`src/sest_cfg.svh`:
```
// Functional notes
// - codes 000..100 select 8192, 16384, 32768, 65536, 131072 settling states.
// - code 101 selects a 1024-state wait, intended for an external clock.
// - with an external clock any code is accepted and exit works.
// - under the 1024 setting, timers slower than clock/1024 miss count-ups.
`ifndef SEST_CFG_SVH
`define SEST_CFG_SVH

`define SEST_SEL_W 3
`define SEST_CNT_W 18
`define SEST_SEL_8K 3'h0
`define SEST_SEL_16K 3'h1
`define SEST_SEL_32K 3'h2
`define SEST_SEL_64K 3'h3
`define SEST_SEL_128K 3'h4
`define SEST_SEL_1K 3'h5
`define SEST_STATES_8K 18'h02000
`define SEST_STATES_16K 18'h04000
`define SEST_STATES_32K 18'h08000
`define SEST_STATES_64K 18'h10000
`define SEST_STATES_128K 18'h20000
`define SEST_STATES_1K 18'h00400
`define SEST_SEL_RESET 3'h0
`define SEST_PRESC_W 11
`define SEST_PRESC_1024 11'h3FF

`endif

```
`src/sest_pkg.sv`:
```
package sest_pkg;

  // settling timer states; run -> stopped and stopped -> settling change one bit, settling -> run changes two
  typedef enum logic [1:0] {
    SEST_RUN = 2'b00,
    SEST_STOPPED = 2'b01,
    SEST_SETTLE = 2'b11
  } sest_state_t;

  // status seen by the rest of the chip
  typedef struct packed {
    logic clk_en;
    logic osc_en;
    logic settling;
  } sest_status_t;

endpackage

```
`src/sest_timer.sv`:
```
`timescale 1ns/1ps
`include "sest_cfg.svh"

// standby exit settling timer with the divided count clocks for on-chip timers
module sest_timer (
  input wire logic SYS_CLK, // 40 MHz system clock
  input wire logic RESET, // async reset, active high
  input wire logic SEL_WE, // write strobe for settling select field
  input wire logic [2:0] SEL_WDATA, // new settling select code
  input wire logic SLEEP_REQ, // sleep instruction with standby chosen, pulse
  input wire logic WAKE_IRQ_PIN, // wake interrupt from pin, async level
  input wire logic [3:0] TMR_CKS, // timer count clock: clock / 2^(CKS+1) for CKS 0..10, no count clock for CKS 11..15
  output logic [2:0] SEL_RDATA, // current settling select code
  output logic OSC_EN, // oscillator enable
  output logic CLK_EN, // internal clock enable
  output logic SETTLING, // settling count in progress
  output logic RESUME, // one-cycle pulse when execution resumes
  output logic TMR_TICK, // count enable for an on-chip timer
  output sest_pkg::sest_status_t STATUS // bundled status
);

  //--------------------------------------------------------------
  // settling select field
  //--------------------------------------------------------------

  logic [2:0] settle_sel;

  // field keeps its value through software standby, cleared only by reset
  always_ff @(posedge SYS_CLK or posedge RESET) begin
    if (RESET) begin
      settle_sel <= `SEST_SEL_RESET;
    end else if (SEL_WE) begin
      settle_sel <= SEL_WDATA;
    end
  end

  assign SEL_RDATA = settle_sel;

  // map code to state count; codes 110/111 fall to the longest wait
  function automatic logic [`SEST_CNT_W-1:0] sel_states(input logic [2:0] sel);
    unique case (sel)
      `SEST_SEL_8K: sel_states = `SEST_STATES_8K;
      `SEST_SEL_16K: sel_states = `SEST_STATES_16K;
      `SEST_SEL_32K: sel_states = `SEST_STATES_32K;
      `SEST_SEL_64K: sel_states = `SEST_STATES_64K;
      `SEST_SEL_1K: sel_states = `SEST_STATES_1K;
      default: sel_states = `SEST_STATES_128K;
    endcase
  endfunction

  //--------------------------------------------------------------
  // wake input synchroniser
  //--------------------------------------------------------------

  logic [2:0] wake_sync;
  logic wake_lvl;

  // three stages; level updates once stages two and three agree
  always_ff @(posedge SYS_CLK or posedge RESET) begin
    if (RESET) begin
      wake_sync <= 3'h0;
      wake_lvl <= 1'b0;
    end else begin
      wake_sync <= {wake_sync[1:0], WAKE_IRQ_PIN};
      if (wake_sync[1] == wake_sync[2]) begin
        wake_lvl <= wake_sync[2];
      end
    end
  end

  //--------------------------------------------------------------
  // standby state machine
  //--------------------------------------------------------------

  sest_pkg::sest_state_t state;
  sest_pkg::sest_state_t next_state;
  logic [`SEST_CNT_W-1:0] cnt;
  logic [`SEST_CNT_W-1:0] next_cnt;
  logic cnt_done;

  assign cnt_done = (cnt == `SEST_CNT_W'(1));

  // any code is taken as is; the count length is the only difference
  always_comb begin
    next_state = state;
    next_cnt = cnt;
    unique case (state)
      sest_pkg::SEST_RUN: begin
        if (SLEEP_REQ) begin
          next_state = sest_pkg::SEST_STOPPED;
        end
      end
      sest_pkg::SEST_STOPPED: begin
        if (wake_lvl) begin
          next_state = sest_pkg::SEST_SETTLE;
          next_cnt = sel_states(settle_sel);
        end
      end
      sest_pkg::SEST_SETTLE: begin
        next_cnt = cnt - `SEST_CNT_W'(1);
        if (cnt_done) begin
          next_state = sest_pkg::SEST_RUN;
        end
      end
      default: begin
        next_state = sest_pkg::SEST_RUN;
      end
    endcase
  end

  // state and settling counter
  always_ff @(posedge SYS_CLK or posedge RESET) begin
    if (RESET) begin
      state <= sest_pkg::SEST_RUN;
      cnt <= '0;
    end else begin
      state <= next_state;
      cnt <= next_cnt;
    end
  end

  // resume pulse registered on leaving the settling state
  always_ff @(posedge SYS_CLK or posedge RESET) begin
    if (RESET) begin
      RESUME <= 1'b0;
    end else begin
      RESUME <= (state == sest_pkg::SEST_SETTLE) && cnt_done;
    end
  end

  assign OSC_EN = (state != sest_pkg::SEST_STOPPED);
  assign CLK_EN = (state == sest_pkg::SEST_RUN);
  assign SETTLING = (state == sest_pkg::SEST_SETTLE);
  assign STATUS = '{clk_en: CLK_EN, osc_en: OSC_EN, settling: SETTLING};

  //--------------------------------------------------------------
  // timer count clock
  //--------------------------------------------------------------

  logic [`SEST_PRESC_W-1:0] tick;
  logic slow_clk;
  logic sel_1k;

  sest_prescaler u_presc (
    .clk(SYS_CLK),
    .rst(RESET),
    .run(CLK_EN),
    .tick(tick)
  );

  // ratios beyond clock/1024 are lost while the 1024 setting is held
  assign slow_clk = (TMR_CKS > 4'h9);
  assign sel_1k = (settle_sel == `SEST_SEL_1K);
  assign TMR_TICK = (TMR_CKS < 4'hB) ? (tick[TMR_CKS] && !(slow_clk && sel_1k)) : 1'b0;

endmodule

```
`src/sest_prescaler.sv`:
```
`timescale 1ns/1ps
`include "sest_cfg.svh"

// divider, held while the internal clock is stopped, giving clock/2 .. clock/2048 tick pulses
module sest_prescaler (
  input wire logic clk, // system clock
  input wire logic rst, // async reset, active high
  input wire logic run, // counts only while internal clock runs
  output logic [`SEST_PRESC_W-1:0] tick // one-cycle pulse per divide ratio
);

  logic [`SEST_PRESC_W-1:0] cnt;
  logic [`SEST_PRESC_W-1:0] next_cnt;

  assign next_cnt = cnt + `SEST_PRESC_W'(1);

  // bit k pulses when the low k+1 bits wrap
  genvar k;
  generate
    for (k = 0; k < `SEST_PRESC_W; k = k + 1) begin : g_tick
      assign tick[k] = run && (&cnt[k:0]);
    end
  endgenerate

  // counter advances each running cycle
  always_ff @(posedge clk or posedge rst) begin
    if (rst) begin
      cnt <= '0;
    end else if (run) begin
      cnt <= next_cnt;
    end
  end

endmodule

```
`config.mk`:
```
export PLATFORM = sky130hd
export DESIGN_NAME = sest_timer
export DESIGN_NICKNAME = d
export VERILOG_FILES = /design/src/sest_pkg.sv /design/src/sest_timer.sv /design/src/sest_prescaler.sv
export VERILOG_INCLUDE_DIRS = /design/src /design/src/src
export SDC_FILE = /design/constraint.sdc
export NUM_CORES = 1
export LEC_CHECK = 0
export BUFFER_PORTS_ARGS = -buffer_cell sky130_fd_sc_hd__buf_2
export CAP_MARGIN = 0
export CORE_UTILIZATION = 45
export CTS_CLUSTER_DIAMETER = 50
export DETAILED_ROUTE_END_ITERATION = 16
export PLACE_DENSITY = 0.69
export RECOVER_POWER = 50
export SYNTH_ARGS = -nofsm -noshare
export SYNTH_HDL_FRONTEND = slang
export SYNTH_SLANG_ARGS = --single-unit
export TNS_END_PERCENT = 10
```
`constraint.sdc`:
```
create_clock -name SYS_CLK -period 1.8 [get_ports SYS_CLK]
set_input_delay 0 -clock SYS_CLK [delete_from_list [all_inputs] [get_ports SYS_CLK]]
set_output_delay 0 -clock SYS_CLK [all_outputs]
set_load 0.005 [all_outputs]
```
==> impl_results.html <==
<table>
<tr><th>Metric</th><th>Value</th></tr>
<tr><th colspan="2">Critical path</th></tr>
<tr><td>Critical path launch point type</td><td>flop</td></tr>
<tr><td>Required time of the critical path</td><td>just under 2 ns</td></tr>
<tr><td>Setup slack of the worst register-to-register path</td><td>-0.11 ns</td></tr>
<tr><td>Critical path data arrival time</td><td>around 2.1 ns</td></tr>
<tr><td>Critical register-to-register path endpoint</td><td>cnt[7]</td></tr>
<tr><td>Depth of the worst register-to-register path</td><td>5</td></tr>
<tr><td>Start of the worst register-to-register path</td><td>cnt[1]</td></tr>
<tr><td>Setup Crit Path Kind</td><td>reg -&gt; reg</td></tr>
<tr><td>CP Capture Type</td><td>flop</td></tr>
<tr><td>Max Fanout on Critical Path</td><td>3</td></tr>
<tr><th colspan="2">Timing</th></tr>
<tr><td>FMAX</td><td>0.524 GHz</td></tr>
<tr><td>Normalized max-slew margin</td><td>a little over a third</td></tr>
<tr><td>Crit path time final</td><td>1.91 ns</td></tr>
<tr><td>Setup Skew</td><td>0.00399 ns</td></tr>
<tr><td>Final Max Tran Viols</td><td>0</td></tr>
<tr><td>Setup repair after global routing missed its margin</td><td>yes</td></tr>
<tr><td>Worst setup slack after layout</td><td>-0.110 ns</td></tr>
<tr><td>Final hold violation count</td><td>0</td></tr>
<tr><td>Setup tns final</td><td>-0.289 ns</td></tr>
<tr><td>Final Cycle Share</td><td>106%</td></tr>
<tr><td>Worst Max-Slew Pin Slew</td><td>0.966 ns</td></tr>
<tr><td>Finish-stage setup viols</td><td>6</td></tr>
<tr><th colspan="2">Finish</th></tr>
<tr><td>Commonest non-fill, non-tap cells in the layout</td><td>40 x buf_4, 39 x dfrtp_1, 26 x nand2_1, 21 x buf_2, 13 x nor2_1</td></tr>
<tr><td># fillers</td><td>approximately 350</td></tr>
<tr><td>Ant. Diodes</td><td>0</td></tr>
<tr><td>Net total in the final layout</td><td>294</td></tr>
<tr><td>Most common library cell in the layout ignoring fill and taps</td><td>buf_4</td></tr>
<tr><td>Fraction of layout instances using a drive strength above 1</td><td>32.9%</td></tr>
<tr><td>Area Growth Syn to Fin</td><td>32.6%</td></tr>
<tr><th colspan="2">Power and ir drop</th></tr>
<tr><td>Power density over the cells</td><td>around 1300 nW/um2</td></tr>
<tr><td>Leakage power total</td><td>around 1.3 nW</td></tr>
<tr><td>Maximum VDD drop</td><td>0.582 mV</td></tr>
<tr><td>Total Power</td><td>3.58 mW</td></tr>
<tr><th colspan="2">Clock network</th></tr>
<tr><td>Clock slew at reported path FFs</td><td>0.07 ns</td></tr>
<tr><td>Clk Latency, worst-skew pair</td><td>0.28 ns</td></tr>
<tr><td>CTS H-tree lvls</td><td>2</td></tr>
<tr><td>CTS Buf Count</td><td>5</td></tr>
<tr><td>Worst-case clock buffer depth</td><td>2</td></tr>
<tr><td>Root buffer cell</td><td>clkbuf_8</td></tr>
<tr><td># clock sinks</td><td>39</td></tr>
<tr><td>Clock tree from TritonCTS</td><td>yes</td></tr>
<tr><th colspan="2">Detailed routing</th></tr>
<tr><td>Via density per instance</td><td>5.39</td></tr>
<tr><td>Number of iterations in the first detailed-routing pass</td><td>4</td></tr>
<tr><td>Drc violations</td><td>0</td></tr>
<tr><td>Detailed-route wire length per cell</td><td>13.8 um</td></tr>
<tr><td>Vias</td><td>1773</td></tr>
<tr><td>Drt initial violations</td><td>91</td></tr>
<tr><td>Number of routed nets with antenna violations</td><td>0</td></tr>
<tr><td>Routed wire length</td><td>about 4500 um</td></tr>
<tr><th colspan="2">Min path</th></tr>
<tr><td>Worst min-delay path category</td><td>in -&gt; reg</td></tr>
<tr><td>Hold worst-path end</td><td>state[0]</td></tr>
<tr><td>Worst hold stages</td><td>3</td></tr>
<tr><td>Worst hold start</td><td>SLEEP_REQ</td></tr>
<tr><th colspan="2">Yosys</th></tr>
<tr><td>Number of nets in the synthesized netlist</td><td>226</td></tr>
<tr><td>Number of storage elements in the synthesis netlist</td><td>39</td></tr>
<tr><td>Number of enable flip-flop cells after synthesis</td><td>0</td></tr>
<tr><td>Synth warn</td><td>0</td></tr>
<tr><td>Cell Area, Synth</td><td>2050 um2</td></tr>
<tr><td>Post-Syn Area per Cell</td><td>9.87 um2</td></tr>
<tr><td>Fraction of synthesis flops using an asynchronous set or reset pin</td><td>100%</td></tr>
<tr><td>Post-Syn Instances</td><td>between 200 and 250</td></tr>
<tr><td>Most used flip-flop cell after synthesis</td><td>dfrtp_1</td></tr>
<tr><td>Fraction of the yosys area taken by sequential cells</td><td>47.6%</td></tr>
<tr><td>Number of library cell types mapped by synthesis</td><td>47</td></tr>
<tr><th colspan="2">Global routing</th></tr>
<tr><td>Gr busiest metal</td><td>met2</td></tr>
<tr><td>Global routing usage on met1</td><td>27.7%</td></tr>
<tr><td>Via count of the first global-routing pass</td><td>1760</td></tr>
<tr><td>Global-route usage over all layers</td><td>approximately a fifth</td></tr>
<tr><td>Wire length of the first global-routing pass</td><td>7970 um</td></tr>
<tr><td>Congestion Overflow GR</td><td>0</td></tr>
<tr><td>Pin count of the biggest net entering global routing</td><td>40</td></tr>
<tr><td>Global routing usage on met3</td><td>3.92%</td></tr>
<tr><td>Number of antenna violations at the first check in global routing</td><td>0</td></tr>
<tr><td>Met2 GRT Util</td><td>33.5%</td></tr>
<tr><th colspan="2">Die</th></tr>
<tr><td>Count of boundary I/O pins</td><td>23</td></tr>
<tr><td>Total number of placement rows</td><td>24</td></tr>
<tr><td>Floorplan core area</td><td>4350 um2</td></tr>
<tr><td>Starting density of the core</td><td>47.1%</td></tr>
<tr><td>Die outline height</td><td>69.5 um</td></tr>
<tr><td>Chip width</td><td>around 70 um</td></tr>
<tr><td>Die Area</td><td>between 4000 and 5000 um2</td></tr>
<tr><th colspan="2">Place</th></tr>
<tr><td>Number of I/O port buffers</td><td>22</td></tr>
<tr><td>HPWL after detailed placement</td><td>about 3300 um</td></tr>
<tr><td>Routability congestion estimate from global placement</td><td>0.849</td></tr>
<tr><td>Worst-case setup slack after placement</td><td>-0.155 ns</td></tr>
<tr><th colspan="2">Status</th></tr>
<tr><td>Violations in the final reports</td><td>setup timing</td></tr>
<tr><td>Run status</td><td>complete, but fails checks</td></tr>
<tr><th colspan="2">Run</th></tr>
<tr><td>Maximum Capacitance Violations</td><td>0</td></tr>
</table>
[where the power goes]
group / switching, mW / internal [mW] / leakage (nW) / total (mW)
sequential: 0.214 / 1.11 / 0.485 / 1.33
clock: 0.289 / 0.350 / 0.0515 / 0.639
combinational: 0.760 / 0.858 / 0.743 / 1.62
total: 1.26 / 2.32 / 1.28 / 3.58
[per-layer routing]
metal	part of all wire, %	up-vias
li1	-	884
met1	49	851
met2	47	31
met3	3.1	7
met4	1.3	0
met5	0	-
[sequential cells by signal (all words and copies together) (netlist names)]
name and flops:
cnt 18, wake_lvl 1, state 2, u_presc.cnt 11
wake_sync 3, SEL_RDATA 3, RESUME 1
[worst max path at each step]
stage                   startpoint       end  slack, ns  cells past startpoint
floorplan                   cnt[2]    cnt[7]      -0.07                      4
global placement            cnt[1]    cnt[7]      -0.09                      5
detailed placement          cnt[1]   cnt[10]      -0.15                      6
CTS                         cnt[1]    cnt[7]      -0.11                      5
global route        u_presc.cnt[1]  TMR_TICK      -0.18                      9
finish                      cnt[1]    cnt[7]      -0.11                      5
[cell families after synthesis]
logic type	Yosys count	synth area share, %
and+or+nand+nor	87	23.7
DFF	39	47.6
AOI/OAI and AO/OA	35	11.3
buffers and inverters	22	4.63
muxes	11	5.67
xor gates and xnor gates	7	2.99
adders and majority gates	7	4.15
[area by class of cell]
type | instances | area (um2) | area share [%]
tap | 52 | 65.1 | 2.39
timing repair buffer | 71 | 495 | 18.2
inverter | 12 | 45.0 | 1.66
clock buffer | 8 | 100 | 3.68
multi-input combinational | 147 | 1040 | 38.2
sequential | 39 | 976 | 35.9
[synth_stat cells, drive strengths merged (2+ instances only)]
cell,number,area (um2)
o31ai,2,15.0
nor4,5,52.6
nor2,13,48.8
nand2b,2,12.5
a2111oi,2,17.5
buf,4,27.5
nor3,8,40.0
nand4,3,18.8
nand3,6,30.0
or4,4,33.8
or3,3,18.8
o21ai,8,40.0
inv,12,45.0
xnor2,5,43.8
and4,4,35.0
a21oi,7,35.0
xor2,2,17.5
nor4b,2,17.5
nand2,26,97.6
and3,3,18.8
nand3b,2,15.0
a31oi,6,37.5
a311oi,2,17.5
mux2i,6,60.1
mux2,5,56.3
clkbuf,6,22.5
ha,6,75.1
dfrtp,39,976
[worst max-delay path: stages, from the launching register on]
cell and delay [ns]:
dfrtp_1 0.41, buf_6 0.13, or4_4 0.47, or2_4 0.25, or4_4 0.41, mux2i_1 0.13
[stage by stage]
| stage | utilization (%) | hold slack (ns) | std cells | area [um2] |
|---|---|---|---|---|
| after floorplan | - | 0.0314 | 208 | 2060 |
| after global placement | 56.8 | 0.110 | 310 | 2470 |
| after detailed placement | 56.8 | 0.111 | 310 | 2470 |
| after CTS | 61.4 | 0.000910 | 326 | 2680 |
| after global routing | 62.5 | 0.00664 | 329 | 2720 |
| final | 62.5 | 0.00206 | 329 | 2720 |
[what timing repair did]
action / 4_1_cts / 5_1_grt
gates resized for setup: 7 / 6
hold buffers: 7 / 0
endpoints found under the setup margin: 11 / 16
endpoints found under the hold margin: 43 / 0
buffers inserted: 1 / 3
gates cloned: 0 / 0
pin swaps: 7 / 6
Note: power is estimated with default switching activity, not from simulation.
